--- src/inc/sgm_map.vh ---
// register map, field positions and reset values of the signal modulator
//Contract
//enable bit set mixes; clear forces carriers to ground, modulator to software bit
//disabling keeps source selections; re-enabling reapplies them
//output enable clear keeps mixing but holds modulated output low
//4-bit field picks modulator among eleven candidates
//codes: 0 soft, 1 pin, 2-5 ccp, 6-7 comp, 8-9 spi, A uart, rest none
//high and low carriers each picked by own 4-bit field
//output is modulator AND high carrier when high, AND low carrier when low
//with sync, carrier switch waits until current carrier pulse falls low
//separate sync bits for high and low carriers
//each carrier inverted by its own polarity bit before mixing
//carrier pin disable bits stop chosen peripheral driving its pin
//software bit is modulator value only when select chooses it
//modulator pin disable stops chosen source peripheral driving its pin
//output invert bit inverts the modulated output
//slew limit bit resets to one; clear disables pad slew limiting
//operation unchanged in sleep if sources stay active
//reset disables module and restores control register defaults
//read-only status bit shows current modulator output value
//control bits 2-1 read zero and ignore writes
//polarity inversion applied before output-enable gating
`ifndef SGM_MAP_VH
`define SGM_MAP_VH
`define SGM_OFS_CTRL      12'h000
`define SGM_OFS_MSRC      12'h004
`define SGM_OFS_HIGH_CARRIER      12'h008
`define SGM_OFS_LOW_CARRIER      12'h00C
`define SGM_BIT_EN        7
`define SGM_BIT_OE        6
`define SGM_BIT_SLR       5
`define SGM_BIT_OPOL      4
`define SGM_BIT_STAT      3
`define SGM_BIT_SWBIT     0
`define SGM_BIT_ODIS      7
`define SGM_BIT_CPOL      6
`define SGM_BIT_CSYNC     5
`define SGM_CTRL_RST      8'h20
`define SGM_CTRL_WMASK    8'hF1
`define SGM_MSRC_WMASK    8'h8F
`define SGM_CAR_WMASK     8'hEF
`define SGM_SRC_RST       8'h00
`define SGM_MS_SOFT       4'h0
`define SGM_MS_PIN        4'h1
`define SGM_MS_CAPTURE_COMPARE_UNIT_ONE       4'h2
`define SGM_MS_CCP2       4'h3
`define SGM_MS_CCP3       4'h4
`define SGM_MS_CCP4       4'h5
`define SGM_MS_CMP1       4'h6
`define SGM_MS_CMP2       4'h7
`define SGM_MS_SPI1       4'h8
`define SGM_MS_SPI2       4'h9
`define SGM_MS_UART       4'hA
`define SGM_CS_GND        4'h0
`define SGM_CS_PIN1       4'h1
`define SGM_CS_PIN2       4'h2
`define SGM_CS_REFCLK     4'h3
`define SGM_CS_CAPTURE_COMPARE_UNIT_ONE       4'h4
`define SGM_CS_CCP2       4'h5
`define SGM_CS_CCP3       4'h6
`define SGM_CS_CCP4       4'h7
`endif

--- src/hw/sgm_sync3.v ---
// three-stage input synchroniser, change accepted when stages two and three agree
`timescale 1ns/1ps
module sgm_sync3 #(
   parameter WIDTH = 1
) (
   input  wire             pclk,
   input  wire             presetn,
   input  wire [WIDTH-1:0] din,
   output wire [WIDTH-1:0] dout
);
   reg [WIDTH-1:0] s1_ff;
   reg [WIDTH-1:0] s2_ff;
   reg [WIDTH-1:0] s3_ff;
   reg [WIDTH-1:0] q_ff;
   reg [WIDTH-1:0] nxt_q;
   integer i;

   // agreement filter reads stages two and three only
   always @* begin
      nxt_q = q_ff;
      for (i = 0; i < WIDTH; i = i + 1) begin
         if (s2_ff[i] == s3_ff[i]) begin
            nxt_q[i] = s2_ff[i];
         end
      end
   end

   // shift chain
   always @(posedge pclk or negedge presetn) begin
      if (!presetn) begin
         s1_ff <= {WIDTH{1'b0}};
         s2_ff <= {WIDTH{1'b0}};
         s3_ff <= {WIDTH{1'b0}};
         q_ff  <= {WIDTH{1'b0}};
      end else begin
         s1_ff <= din;
         s2_ff <= s1_ff;
         s3_ff <= s2_ff;
         q_ff  <= nxt_q;
      end
   end

   assign dout = q_ff;
endmodule // sgm_sync3

--- src/hw/sgm_carrier.v ---
// carrier path: source select, polarity, synchronised switch gating
`timescale 1ns/1ps
`include "sgm_map.vh"
module sgm_carrier (
   input  wire       pclk,
   input  wire       presetn,
   input  wire [3:0] sel,
   input  wire       invert,
   input  wire       sync_en,
   input  wire       active,
   input  wire       pin1,
   input  wire       pin2,
   input  wire       refclk,
   input  wire [3:0] ccp,
   output wire       carrier
);
   reg raw;
   reg live_ff;
   reg nxt_live;

   // source mux, unlisted codes fall to ground
   always @* begin
      case (sel)
         `SGM_CS_PIN1:   raw = pin1;
         `SGM_CS_PIN2:   raw = pin2;
         `SGM_CS_REFCLK: raw = refclk;
         `SGM_CS_CAPTURE_COMPARE_UNIT_ONE:   raw = ccp[0];
         `SGM_CS_CCP2:   raw = ccp[1];
         `SGM_CS_CCP3:   raw = ccp[2];
         `SGM_CS_CCP4:   raw = ccp[3];
         default:        raw = 1'b0;
      endcase
   end

   wire pol = raw ^ invert;

   // with sync, a newly selected carrier joins only at a low level, and a
   // deselected one keeps running until its pulse falls: no truncated pulse
   always @* begin
      nxt_live = live_ff;
      if (!sync_en) begin
         nxt_live = active;
      end else if (active && !pol) begin
         nxt_live = 1'b1;
      end else if (!active && !pol) begin
         nxt_live = 1'b0;
      end
   end

   always @(posedge pclk or negedge presetn) begin
      if (!presetn) begin
         live_ff <= 1'b0;
      end else begin
         live_ff <= nxt_live;
      end
   end

   // unsynced path is combinational so carriers switch at once
   assign carrier = (sync_en ? live_ff : active) & pol;
endmodule // sgm_carrier

--- src/hw/sgm_modulator.v ---
// signal modulator: apb registers, source selection, mixing and output
`timescale 1ns/1ps
`include "sgm_map.vh"
module sgm_modulator (
   input  wire        pclk,
   input  wire        presetn,
   input  wire        psel,
   input  wire        penable,
   input  wire        pwrite,
   input  wire [11:0] paddr,
   input  wire [31:0] pwdata,
   input  wire [3:0]  pstrb,
   output wire        pready,
   output reg  [31:0] prdata,
   output wire        pslverr,
   input  wire        external_modulator_pin,
   input  wire        external_carrier_pin_one,
   input  wire        external_carrier_pin_two,
   input  wire [3:0]  ccp_out,
   input  wire [1:0]  spi_data_out,
   input  wire [1:0]  comparator_out,
   input  wire        uart_tx,
   input  wire        reference_clock,
   output reg         modulated_output,
   output wire        slew_limit_bit,
   output reg  [3:0]  ccp_pin_disable,
   output reg  [1:0]  spi_pin_disable,
   output reg  [1:0]  comparator_pin_disable,
   output reg         uart_pin_disable
);
   reg  [7:0] ctrl_ff;
   reg  [7:0] msrc_ff;
   reg  [7:0] high_carrier_ff;
   reg  [7:0] low_carrier_ff;
   reg        stat_ff;
   reg        mod_ff;
   reg        mod_sel;
   wire       mixed;
   wire       car_h;
   wire       car_l;
   wire [2:0] pins_s;

   // pins cross in through four flops; peripherals share the clock
   sgm_sync3 #(.WIDTH(3)) u_pins (
      .pclk    (pclk),
      .presetn (presetn),
      .din     ({external_carrier_pin_two, external_carrier_pin_one,
                 external_modulator_pin}),
      .dout    (pins_s)
   );

   // apb: zero wait, all offsets answer okay, unmapped read zero
   wire acc    = psel & penable;
   wire wr     = acc & pwrite & pstrb[0];
   wire en     = ctrl_ff[`SGM_BIT_EN];
   assign pready  = 1'b1;
   assign pslverr = 1'b0;

   // writes; bits 2-1 and status never stored
   always @(posedge pclk or negedge presetn) begin
      if (!presetn) begin
         ctrl_ff <= `SGM_CTRL_RST;
         msrc_ff <= `SGM_SRC_RST;
         high_carrier_ff <= `SGM_SRC_RST;
         low_carrier_ff <= `SGM_SRC_RST;
      end else if (wr) begin
         case (paddr)
            `SGM_OFS_CTRL: ctrl_ff <= pwdata[7:0] & `SGM_CTRL_WMASK;
            `SGM_OFS_MSRC: msrc_ff <= pwdata[7:0] & `SGM_MSRC_WMASK;
            `SGM_OFS_HIGH_CARRIER: high_carrier_ff <= pwdata[7:0] & `SGM_CAR_WMASK;
            `SGM_OFS_LOW_CARRIER: low_carrier_ff <= pwdata[7:0] & `SGM_CAR_WMASK;
            default: ;
         endcase
      end
   end

   // read mux; status bit sampled, may lag fast streams
   always @* begin
      case (paddr)
         `SGM_OFS_CTRL: prdata = {24'h000000, ctrl_ff[7:4], stat_ff, 3'h0} |
                                 {31'h00000000, ctrl_ff[`SGM_BIT_SWBIT]};
         `SGM_OFS_MSRC: prdata = {24'h000000, msrc_ff};
         `SGM_OFS_HIGH_CARRIER: prdata = {24'h000000, high_carrier_ff};
         `SGM_OFS_LOW_CARRIER: prdata = {24'h000000, low_carrier_ff};
         default:       prdata = 32'h00000000;
      endcase
   end

   // selections stay stored while disabled; only the applied code changes
   wire [3:0] ms_eff = en ? msrc_ff[3:0] : `SGM_MS_SOFT;
   wire [3:0] ch_eff = en ? high_carrier_ff[3:0] : `SGM_CS_GND;
   wire [3:0] cl_eff = en ? low_carrier_ff[3:0] : `SGM_CS_GND;

   // modulator source mux
   always @* begin
      case (ms_eff)
         `SGM_MS_SOFT: mod_sel = ctrl_ff[`SGM_BIT_SWBIT];
         `SGM_MS_PIN:  mod_sel = pins_s[0];
         `SGM_MS_CAPTURE_COMPARE_UNIT_ONE: mod_sel = ccp_out[0];
         `SGM_MS_CCP2: mod_sel = ccp_out[1];
         `SGM_MS_CCP3: mod_sel = ccp_out[2];
         `SGM_MS_CCP4: mod_sel = ccp_out[3];
         `SGM_MS_CMP1: mod_sel = comparator_out[0];
         `SGM_MS_CMP2: mod_sel = comparator_out[1];
         `SGM_MS_SPI1: mod_sel = spi_data_out[0];
         `SGM_MS_SPI2: mod_sel = spi_data_out[1];
         `SGM_MS_UART: mod_sel = uart_tx;
         default:      mod_sel = 1'b0;
      endcase
   end

   // registered modulator so carrier gating and mix see one edge
   always @(posedge pclk or negedge presetn) begin
      if (!presetn) begin
         mod_ff <= 1'b0;
      end else begin
         mod_ff <= mod_sel;
      end
   end

   // two carrier paths, each with its own select, polarity and sync
   sgm_carrier u_high_carrier (
      .pclk    (pclk),
      .presetn (presetn),
      .sel     (ch_eff),
      .invert  (high_carrier_ff[`SGM_BIT_CPOL]),
      .sync_en (high_carrier_ff[`SGM_BIT_CSYNC]),
      .active  (mod_ff),
      .pin1    (pins_s[1]),
      .pin2    (pins_s[2]),
      .refclk  (reference_clock),
      .ccp     (ccp_out),
      .carrier (car_h)
   );

   sgm_carrier u_low_carrier (
      .pclk    (pclk),
      .presetn (presetn),
      .sel     (cl_eff),
      .invert  (low_carrier_ff[`SGM_BIT_CPOL]),
      .sync_en (low_carrier_ff[`SGM_BIT_CSYNC]),
      .active  (~mod_ff),
      .pin1    (pins_s[1]),
      .pin2    (pins_s[2]),
      .refclk  (reference_clock),
      .ccp     (ccp_out),
      .carrier (car_l)
   );

   // high carrier gated by modulator, low by its inverse; the carrier
   // gating already carries the modulator level, so a sync tail may overlap
   assign mixed = car_h | car_l;

   // polarity first, then enable gating so a disabled pin stays low
   wire pol_out = mixed ^ ctrl_ff[`SGM_BIT_OPOL];
   wire pin_nxt = en & ctrl_ff[`SGM_BIT_OE] & pol_out;

   // no gated clocks, so logic is sleep-agnostic
   always @(posedge pclk or negedge presetn) begin
      if (!presetn) begin
         modulated_output <= 1'b0;
         stat_ff          <= 1'b0;
      end else begin
         modulated_output <= pin_nxt;
         stat_ff          <= en & pol_out;
      end
   end

   assign slew_limit_bit = ctrl_ff[`SGM_BIT_SLR];

   // pin disable goes to whichever peripheral is currently selected
   always @* begin
      ccp_pin_disable        = 4'h0;
      spi_pin_disable        = 2'h0;
      comparator_pin_disable = 2'h0;
      uart_pin_disable       = 1'b0;
      case (msrc_ff[3:0])
         `SGM_MS_CAPTURE_COMPARE_UNIT_ONE: ccp_pin_disable[0]        = msrc_ff[`SGM_BIT_ODIS];
         `SGM_MS_CCP2: ccp_pin_disable[1]        = msrc_ff[`SGM_BIT_ODIS];
         `SGM_MS_CCP3: ccp_pin_disable[2]        = msrc_ff[`SGM_BIT_ODIS];
         `SGM_MS_CCP4: ccp_pin_disable[3]        = msrc_ff[`SGM_BIT_ODIS];
         `SGM_MS_CMP1: comparator_pin_disable[0] = msrc_ff[`SGM_BIT_ODIS];
         `SGM_MS_CMP2: comparator_pin_disable[1] = msrc_ff[`SGM_BIT_ODIS];
         `SGM_MS_SPI1: spi_pin_disable[0]        = msrc_ff[`SGM_BIT_ODIS];
         `SGM_MS_SPI2: spi_pin_disable[1]        = msrc_ff[`SGM_BIT_ODIS];
         `SGM_MS_UART: uart_pin_disable          = msrc_ff[`SGM_BIT_ODIS];
         default: ;
      endcase
      // carrier ccp selections; codes 4..7 map to ccp 1..4
      if (high_carrier_ff[3:2] == 2'h1) begin
         ccp_pin_disable[high_carrier_ff[1:0]] = ccp_pin_disable[high_carrier_ff[1:0]] |
                                         high_carrier_ff[`SGM_BIT_ODIS];
      end
      if (low_carrier_ff[3:2] == 2'h1) begin
         ccp_pin_disable[low_carrier_ff[1:0]] = ccp_pin_disable[low_carrier_ff[1:0]] |
                                         low_carrier_ff[`SGM_BIT_ODIS];
      end
   end
endmodule // sgm_modulator

--- config.mk ---
export PLATFORM = sky130hd
export DESIGN_NAME = sgm_modulator
export DESIGN_NICKNAME = d
export VERILOG_FILES = /design/src/hw/sgm_sync3.v /design/src/hw/sgm_carrier.v /design/src/hw/sgm_modulator.v
export VERILOG_INCLUDE_DIRS = /design/src /design/src/inc
export SDC_FILE = /design/constraint.sdc
export NUM_CORES = 1
export LEC_CHECK = 0
export BUFFER_PORTS_ARGS = -buffer_cell sky130_fd_sc_hd__buf_2
export CORE_UTILIZATION = 30
export DETAILED_ROUTE_END_ITERATION = 8
export MAX_ROUTING_LAYER = met4
export PLACE_DENSITY_LB_ADDON = 0.12
export SETUP_SLACK_MARGIN = 0.2
export SYNTH_ARGS = -nofsm -noshare
export SYNTH_HDL_FRONTEND = slang
export SYNTH_HIERARCHICAL = 1
export SYNTH_SLANG_ARGS = --single-unit
--- constraint.sdc ---
create_clock -name pclk -period 2.71 [get_ports pclk]
set_input_delay 0.1355 -clock pclk [delete_from_list [all_inputs] [get_ports pclk]]
set_output_delay 0.1355 -clock pclk [all_outputs]
set_load 0.01 [all_outputs]
---- After elaboration in Yosys (flattened, before gate mapping) ----
Index checks and enable logic that the tools add are counted.
operators by class
  order comparisons ....................... 4
  bitwise operators ....................... 16
  equality and inequality tests ........... 43
  multiplexer cells ....................... 36
  reductions and logical operators ........ 15
operators with widths
  operator             count
  $eq 4x3->1 const B   16
  $eq 4x2->1 const B   8
  $pmux 8 s4           1
  $eq 12x4->1 const B  2
  $eq 4x4->1 const B   6
  $mux 1               21
  $mux 4               5
  $pmux 1 s7           2
  $eq 12x3->1 const B  1
  $eq 4x1->1 const B   3
  $logic_not 12->1     1
  $pmux 1 s11          1
  $and 1x1->1          8
  $bwmux 4             2
  $or 8x1->8           1
  $reduce_and 2->1     4
  $logic_and 1x1->1    6
  $lt 2x3->1 const B   2
  $ne 3x1->1 const B   2
  $bmux 1 s2           2
  $demux 1 s2          2
  $eq 2x1->1 const B   2
  $ge 2x1->1 const B   2
  $logic_not 4->1      1
  5 further kinds      13
storage, ports and cells
  output and inout bits ................... 45
  flip-flop bits (word level) ............. 41
  input port bits ......................... 66

---- Longest topological paths before layout ----
Gate-level depths: netlist of the first run.
  depth in word-level cells ............... 12
  depth in mapped cells ................... 9
  depth with buffers taken out ............ 8

---- By module ----
Netlist of the first run, hierarchy kept.
by module, submodules not included
  module         cells an instance  area each (sq um)  seq. area each (sq um)  instances
  sgm_modulator  205                2047.0             676.9                   1
  sgm_carrier    22                 181.4              25.0                    2
  sgm_sync3      15                 334.1              300.3                   1

---- Least setup slack after synthesis of the first run ----
OpenSTA, ideal clock, no wires.
  path type ............................... register to register
  start point ............................. register ctrl_ff[7]
  end point ............................... register modulated_output
  cell stages (with the launch flop) ...... 10
  path slack .............................. 0.361 ns
  arrival ................................. 2.230 ns
  library setup time ...................... 0.120 ns
  path through ............................ dfrtp_1 clkbuf_1 and2_1 mux2_4 a221o_1 and3_2 nor3_1 nor2_1 xnor2_1 and3_1
between the ends
  cells in the longest elaborated chain, start to end .. 8
  elaborated cells between the ends (all ways) .. 26
  those cells by class .................... 14 x eq/ne; 4 x mux; 8 x bitwise
ends and longest elaborated chain
  what                                      RTL line             RTL
  start: declaration                        sgm_modulator.v:31   reg [7:0] ctrl_ff;
  start signal: assignment                  sgm_modulator.v:62   ctrl_ff <= `SGM_CTRL_RST;
  start signal: assignment                  sgm_modulator.v:68   `SGM_OFS_CTRL: ctrl_ff <= pwdata[7:0] & `SGM_CTRL_WMASK;
  $mux 4 (no line) *                        --
  via cl_eff[2]                             sgm_modulator.v:92   wire [3:0] cl_eff = en ? low_carrier_ff[3:0] : `SGM_CS_GND;
  $eq 4x3->1, or another cell as far along  sgm_carrier.v:23     case (sel)
  $pmux 1 s7 *                              sgm_carrier.v:23
  $xor 1x1->1 *                             sgm_carrier.v:35     wire pol = raw ^ invert;
  $and 1x1->1 *                             sgm_carrier.v:59     assign carrier = (sync_en ? live_ff : active) & pol;
  via car_l                                 sgm_modulator.v:40   wire car_l;
  $or 1x1->1 *                              sgm_modulator.v:152  assign mixed = car_h | car_l;
  $xor 1x1->1 *                             sgm_modulator.v:155  wire pol_out = mixed ^ ctrl_ff[`SGM_BIT_OPOL];
  $and 1x1->1 *                             sgm_modulator.v:156  wire pin_nxt = en & ctrl_ff[`SGM_BIT_OE] & pol_out;
  via pin_nxt                               sgm_modulator.v:156
  end signal: assignment                    sgm_modulator.v:164  modulated_output <= pin_nxt;
  end: declaration                          sgm_modulator.v:24   output reg modulated_output,
Mark *: on every way through the listed nets, which the timed path passes. The rest lies on a longest branch.
A chain may end at the register's enable or synchronous reset.

---- Final worst setup path of the first run ----
  start point ............................. register high_carrier_ff[1]
  end point ............................... output ccp_pin_disable[3]
between the ends
  cells in the longest elaborated chain, start to end .. 11
  elaborated cells between the ends (all ways) .. 15
  those cells by class .................... 2 x order compare; 10 x mux; 2 x bitwise; 1 x reduce/logical
ends and longest elaborated chain
  what                                      RTL line             RTL
  start: declaration                        sgm_modulator.v:33   reg [7:0] high_carrier_ff;
  start signal: assignment                  sgm_modulator.v:64   high_carrier_ff <= `SGM_SRC_RST;
  start signal: assignment                  sgm_modulator.v:70   `SGM_OFS_HIGH_CARRIER: high_carrier_ff <= pwdata[7:0] & `SGM_CAR_WMASK;
  $lt 2x3->1 or $ge 2x1->1 (tied branches)  sgm_modulator.v:191  ccp_pin_disable[high_carrier_ff[1:0]] = ccp_pin_disable[high_carrier_ff[1:0]] |
  $logic_and 1x1->1                         sgm_modulator.v:191
  $mux 1                                    sgm_modulator.v:191
  $demux 1 s2                               sgm_modulator.v:191
  $bwmux 4 *                                sgm_modulator.v:191
  $mux 4 *                                  sgm_modulator.v:190  if (high_carrier_ff[3:2] == 2'h1) begin
  $bmux 1 s2                                sgm_modulator.v:195  ccp_pin_disable[low_carrier_ff[1:0]] = ccp_pin_disable[low_carrier_ff[1:0]] |
  $mux 1 (implied by the code)              sgm_modulator.v:195
  $or 1x1->1                                sgm_modulator.v:195
  $bwmux 4                                  sgm_modulator.v:195
  $mux 4 *                                  sgm_modulator.v:194  if (low_carrier_ff[3:2] == 2'h1) begin
  end: declaration                          sgm_modulator.v:26   output reg [3:0] ccp_pin_disable,
Mark *: on every way between the ends. The rest lies on a longest branch, timed or not. The select of a mux whose other input is x is not followed.

==> metrics.md, run 1 <==
| Metric | Value |
|---|---|
| Crit path cell chain | `or3b_2 -> a2111oi_2 -> o21ai_0 -> a32oi_1 -> buf_2` |
| Worst Skew | `0.0108 ns` |
| GRT Total Usage | `0.150` |
| Layout Nets | `390` |
| Root buf cell | `clkbuf_8` |
| Drt pass-1 iters | `6` |
| Total CTS buffers | `5` |
| Internal Power | `849 µW` |
| Crit path largest cell delay | `0.50 ns` |
| Max-slew headroom | `0.374` |
| Antenna cells | `0` |
| Total negative setup slack | `0 ns` |
| Post-synth top area cell | `dfrtp_1` |
| Most frequent cells in the layout | `buf_2 (57), dfrtp_1 (38), conb_1 (26)` |
| P_leak | `0.00154 µW` |
| RePlAce Congestion | `0.742` |
| Max Slew Vio Count | `0` |
| Seq pwr share | `0.542` |
| CP bufs+invs | `1` |
| Vias after detailed routing | `2,090` |
| CP startpoint kind | `flip-flop` |
| CTS tree | `yes` |
| NetSw | `315 µW` |
| Die Wd | `97.6 µm` |
| DIE AREA | `9530 µm²` |
| Placed cell area | `3060 µm²` |
| DRC | `14` |
| Congestion Overflow GR | `0` |
| Syn Inst Count | `264` |
| Sink Count | `41` |
| Row count | `34` |
| Initial Util | `0.312` |
| H-tree depth | `2` |
| Final antenna-violating net count | `0` |
| Share of cells above drive strength 1 | `0.363` |
| CTS Buffer Depth | `2` |
| Sequential fraction of the synthesis area | `0.374` |
| Failing checks | `DRC, hold timing` |
| Worst path slowest cell | `dfrtp_2` |
| Die H | `97.6 µm` |
| Syn. warnings | `6` |
| Most common cell after layout, fill and taps aside | `buf_2` |
| Vias in the first global route | `1,971` |
| Gate power share | `0.088` |
| Synthesized area per cell | `10.4 µm²` |
| Ys async rst share | `1.00` |
| Post-Syn Area | `2740 µm²` |
| Critical path class | `reg -> out` |
| Total core area | `8810 µm²` |
| Hold WC Path Type | `in -> async` |
| Switching portion of total power | `0.270` |
| Crit-path max FO | `10` |
| First-pass GRT wire length | `10.7 mm` |
| Post-synthesis cell type count | `60` |
| Initial antenna violation count | `0` |
| Final HPWL DP | `5.07 mm` |
| Largest net degree at the start of global routing | `42` |
| PwrDens | `366 nW/µm²` |
| IO Count | `111` |
| Peak supply drop | `0.165 mV` |
| Post-CTS Setup Bufs | `0` |
| Clk Latency, worst-skew pair | `0.30 ns` |
| Slew @ Worst Pin | `0.939 ns` |
| Synth top area cells | `dfrtp_1 (36%), buf_4 (7.1%), mux2_2 (6.6%)` |
| Final worst-path cycle share | `0.878` |
| Hold Violations, Final | `40` |
| Max-cap viol count | `0` |
| Fmax | `420 MHz` |
| PortBufs | `57` |
| Crit. End Element | `output pin` |
| RSZ-0062 raised after global routing | `yes` |
| Clock transition at the registers of the reported paths | `0.10 ns` |
| Finished Cell Area | `3180 µm²` |
| Clock Power Share | `0.371` |
| Routed wire length per instance | `15.7 µm` |
| CP required | `2.57 ns` |
| WHS | `-0.0240 ns` |
| Top cell type's share of synthesized area | `0.365` |
| Status | `finished with violations` |
| Layout area overhead | `16.0%` |
| Leading register cell type out of synthesis | `dfrtp_1` |
| Fin crit period | `2.38 ns` |
| Setup violators final | `0` |
| Vias per cell | `4.83` |
| EDFF count, synth | `0` |
| Initial detailed-routing violation count | `89` |
| Family with the most delay on the worst path | `compound AO/OA/AOI/OAI gates` |
| WL final | `6.79 mm` |
| CP Data Arrival Time | `2.24 ns` |
| #FFs+latches synth | `41` |
==> cell type report <==
cell class	count	area, µm²
fillers	932	5620
multi-input cells	203	1530
flip-flops and latches	41	1030
repair buffers	67	368
well taps	108	135
clock buffers	5	68.8
clock inverters	3	25.0
inverters	6	22.5
==> per-stage QoR <==
step	hold slack (ns)	util	instances	total power, µW	setup slack (ns)
after global routing	0.0515	0.361	433	1220	0.146
final	-0.0240	0.361	433	1160	0.331
after detailed placement	0.246	0.347	422	742	0.267
after CTS	0.00548	0.361	433	1190	0.257
after global placement	0.246	0.347	422	742	0.277
after floorplan	-0.160	-	288	714	0.361
==> power by group through the flow <==
stage,combinational [µW],clock (µW),sequential [µW]
floorplan,73.9,0,640
global placement,99.3,0,643
detailed placement,99.4,0,643
CTS,104,452,631
global route,113,470,632
finish,102,431,631
==> state kept, by name, indices dropped and copies added (netlist names), 3 cells and up <==
signal           flops
high_carrier_ff      7
low_carrier_ff       7
ctrl_ff              5
msrc_ff              5
u_pins/dout          3
u_pins/s1_ff         3
u_pins/s2_ff         3
u_pins/s3_ff         3
==> timing repair <==
item	4_1_cts	5_1_grt
endpoints found under the hold margin	3	0
resized for setup	0	2
hold buffers	3	0
endpoints found under the setup margin	0	4
==> metal layers <==
layer  wire, µm  track usage  vias up  share of wire
li1           -            -     1016              -
met5          0            -        -              0
met3        276       0.0252        2          0.041
met1       3400        0.211      994           0.50
met4         48       0.0385        0         0.0071
met2       3070        0.224       78           0.45
==> worst paths after layout <==
kind	startpoint	endpoint	slack [ns]	cells past startpoint
worst max register to register	ctrl_ff[7]	modulated_output	0.34	8
worst max-delay path	high_carrier_ff[1]	ccp_pin_disable[3]	0.33	5
worst min register to register	u_pins/s1_ff[0]	u_pins/s2_ff[0]	0.36	0
min in group pclk	pwdata[4]	ctrl_ff[4]	0.06	2
worst min-delay path	presetn	u_pins/s3_ff[0]	-0.02	1
max in group asynchronous	presetn	high_carrier_ff[1]	2.09	1
==> cells in the mapped netlist, types with 2 or more instances <==
| library cell | count |
|---|---|
| dfrtp_1 | 40 |
| and2_1 | 14 |
| maj3_2 | 3 |
| buf_4 | 26 |
| nor4_4 | 2 |
| nand3_1 | 2 |
| mux2_4 | 9 |
| buf_1 | 2 |
| and2b_1 | 2 |
| a31oi_1 | 3 |
| and3_2 | 2 |
| o211a_1 | 2 |
| buf_2 | 2 |
| nor2b_1 | 5 |
| nor3_1 | 5 |
| o22ai_1 | 3 |
| a21oi_1 | 12 |
| mux2i_1 | 13 |
| nand3b_1 | 3 |
| nand4b_1 | 2 |
| conb_1 | 2 |
| o21ai_0 | 3 |
| inv_1 | 6 |
| nand2_1 | 7 |
| clkbuf_1 | 7 |
| and3b_1 | 3 |
| a221o_1 | 3 |
| mux2_2 | 16 |
| nand2b_1 | 5 |
| mux4_2 | 3 |
| or4_1 | 2 |
| nor2_1 | 23 |
| xnor2_1 | 2 |
| and2b_2 | 3 |
| a221oi_1 | 2 |
==> cell families (layout without fill, tap and decap cells) <==
group / after synthesis / in the layout / synth area share
AND/OR/NAND/NOR: 92 / 92 / 0.215
buffers and inverters: 44 / 81 / 0.0994
multiplexers: 42 / 42 / 0.191
flip-flops: 41 / 41 / 0.374
AO/OA/AOI/OAI: 37 / 37 / 0.0953
adder cells (fa/ha/maj): 3 / 3 / 0.0123
XOR/XNOR: 3 / 3 / 0.00958
other: 2 / 26 / 0.00274
No activity file was read; power rests on OpenSTA's default activity.
==> inputs of run 2 (changes only) <==
- ABC_AREA: default -> 1
==> run 2 against run 1 <==
The run ends with hold timing left. Synthesized cell count grew 69%. Sequential power is essentially flat. Setup slack gained 0.087 ns. Die area grew 8.1%. Flip-flop and latch count is the same. Final area grew 6.0%. Routed wire length grew 10%. Hold slack lost 0.0031 ns. Critical path depth grew 9. Sequential share of layout area shrank 1.8 points. Clock-buffer cell count is the same. Critical path type unchanged. Critical endpoint is now ccp_pin_disable[1]. Largest power group unchanged.
==> metrics.md, run 2 <==
| Metric | Value |
|---|---|
| Top cell type's share of synthesized area | `0.337` |
| Max Used Layer | `met4` |
| Row count | `35` |
| Final antenna-violating net count | `0` |
| Reg2Reg Depth | `14` |
| Hold Violations, Final | `40` |
| CP bufs+invs | `1` |
| Reg-to-Reg Start | `ctrl_ff[7]` |
| Antenna cells | `0` |
| Placed cell area | `3250 µm²` |
| CP dominant cell by count | `nand2_1` |
| Leading register cell type out of synthesis | `dfrtp_1` |
| Most frequent cells in the layout | `nand2_1 (130), inv_1 (63), buf_2 (57)` |
| Sink Count | `41` |
| Hold WC Path Type | `in -> async` |
| Crit path cell chain | `nor2_1 -> nand3_1 -> nor2_1 -> nor2_1 -> nand2_2 -> nand2_1 -> nand2_1 -> nand2_1 -> nand2_1 -> nor2_1 -> nand2_2 -> nand2_1 -> nand2_1 -> buf_2` |
| Post-synth top area cell | `dfrtp_1` |
| H-tree depth | `2` |
| CTS tree | `yes` |
| Synth top area cells | `dfrtp_1 (34%), nand2_1 (16%), inv_1 (8.0%)` |
| Synthesized area per cell | `6.68 µm²` |
| Metal3 WL | `422 µm` |
| Crit. End Element | `output pin` |
| Ys async rst share | `1.00` |
| Initial Util | `0.316` |
| DRC | `0` |
| IO Count | `111` |
| Routed wire length per instance | `11.8 µm` |
| RSZ-0062 raised after global routing | `no` |
| Slew @ Worst Pin | `0.903 ns` |
| Max Slew Vio Count | `0` |
| EDFF count, synth | `0` |
| Largest regs | `high_carrier_ff (7), low_carrier_ff (7)` |
| #FFs+latches synth | `41` |
| Fmax | `436 MHz` |
| Total core area | `9420 µm²` |
| Share of cells above drive strength 1 | `0.218` |
| DIE AREA | `10,300 µm²` |
| Pwr Total | `1120 µW` |
| Worst Skew | `0.00533 ns` |
| Total CTS buffers | `5` |
| Clk Latency, worst-skew pair | `0.29 ns` |
| Die Wd | `102 µm` |
| First-pass GRT wire length | `12.5 mm` |
| Vias after detailed routing | `2,801` |
| CP startpoint kind | `flip-flop` |
| CP Data Arrival Time | `2.16 ns` |
| Max-cap viol count | `0` |
| CTS Buffer Depth | `2` |
| Family with the most delay on the worst path | `simple AND/OR/NAND/NOR gates` |
| RePlAce Congestion | `0.904` |
| Reg-to-Reg End | `modulated_output` |
| Synth top cells by count | `nand2_1 (130), inv_1 (63), dfrtp_1 (40), nor2_1 (40), nand3_1 (36)` |
| P_leak | `0.00181 µW` |
| Met2 wire len | `3.17 mm` |
| Max-slew headroom | `0.398` |
| Total negative setup slack | `0 ns` |
| Crit-path max FO | `12` |
| Vias per cell | `4.42` |
| Most common cell in the netlist | `nand2_1` |
| Worst path slowest cell | `dfrtp_2` |
| Final HPWL DP | `6.00 mm` |
| Most common cell after layout, fill and taps aside | `nand2_1` |
| Fin crit period | `2.29 ns` |
| Final Util | `0.358` |
| M1 WL | `3.82 mm` |
| Finished Cell Area | `3370 µm²` |
| CP Depth | `14` |
| Drt pass-1 iters | `4` |
| Final worst-path cycle share | `0.846` |
| Crit path largest cell delay | `0.54 ns` |
| CP required | `2.57 ns` |
| Setup violators final | `0` |
| Clock transition at the registers of the reported paths | `0.08 ns` |
| Die H | `102 µm` |
| Initial antenna violation count | `0` |
| Syn Inst Count | `445` |
| Root buf cell | `clkbuf_8` |
| Reg2reg setup slack | `0.51 ns` |
| Status | `finished with violations` |
| Critical path class | `reg -> out` |
| Layout area overhead | `13.5%` |
| Initial detailed-routing violation count | `135` |
| PortBufs | `57` |
| Largest net degree at the start of global routing | `42` |
| PwrDens | `332 nW/µm²` |
| Vias in the first global route | `2,501` |
| WHS | `-0.0271 ns` |
| Failing checks | `hold timing` |
| Post-Syn Area | `2970 µm²` |
| Congestion Overflow GR | `0` |
| Sequential fraction of the synthesis area | `0.346` |
| Peak supply drop | `0.150 mV` |
| Syn. warnings | `6` |
| Layout Nets | `569` |
| Post-synthesis cell type count | `31` |
| GRT Total Usage | `0.162` |
| WL final | `7.50 mm` |
==> run 2: cell count changes after synthesis, sizes merged, moves of 7 or more <==
cell and delta:
nand2 +132, inv +68, nand3 +40, nor2 +32, mux2 -26, o21ai +22, and2 -14, mux2i -13
nand4 +7
==> run 2: power breakdown <==
group          internal, µW  switching [µW]  total, µW  leakage, µW
clock                   178             217        395    0.0000439
combinational          32.8            58.9       91.6      0.00124
sequential              623            10.6        634     0.000529
==> run 2: cell families after synthesis <==
logic type	Yosys count	synth area share
buffers and inverters	107	0.181
xor gates and xnor gates	1	0.00295
DFF	41	0.346
other	2	0.00253
and+or+nand+nor	253	0.388
AOI/OAI and AO/OA	41	0.0800
==> run 2: worst max path at each step <==
stage,to,slack [ns],startpoint
3_3_place_gp,modulated_output,0.53,ctrl_ff[7]
6_report,ccp_pin_disable[1],0.42,msrc_ff[0]
2_1_floorplan,modulated_output,0.81,ctrl_ff[7]
5_1_grt,ccp_pin_disable[1],0.20,msrc_ff[0]
4_1_cts,ccp_pin_disable[2],0.26,msrc_ff[0]
3_5_place_dp,modulated_output,0.53,ctrl_ff[7]
==> run 2: layer usage <==
layer / track usage / up-vias
met5: - / -
met3: 0.0193 / 6
met4: 0.0468 / 0
met1: 0.232 / 1250
li1: - / 1455
met2: 0.240 / 90
==> run 2: per-stage QoR <==
| step | worst slack [ns] | instances | hold slack (ns) |
|---|---|---|---|
| 2_1_floorplan | 0.815 | 469 | -0.160 |
| 3_3_place_gp | 0.534 | 622 | 0.243 |
| 3_5_place_dp | 0.533 | 622 | 0.245 |
| 4_1_cts | 0.260 | 633 | 0.00856 |
| 5_1_grt | 0.202 | 633 | 0.0468 |
| 6_report | 0.418 | 633 | -0.0271 |
==> run 2: timing repair <==
action                     in CTS  in global routing
setup endpoints to repair       0                  4
gates resized for setup         0                  2
hold buffers                    3                  0
buffers inserted                0                  0
hold endpoints to repair        3                  0
==> run 2: cell type report <==
type / instances / area (µm²)
Fill cell: 1029 / 6040
Tap cell: 129 / 161
Multi-Input combinational cell: 321 / 1500
Inverter: 74 / 283
Clock inverter: 3 / 17.5
Sequential cell: 41 / 1030
Clock buffer: 5 / 68.8
Timing Repair Buffer: 60 / 315
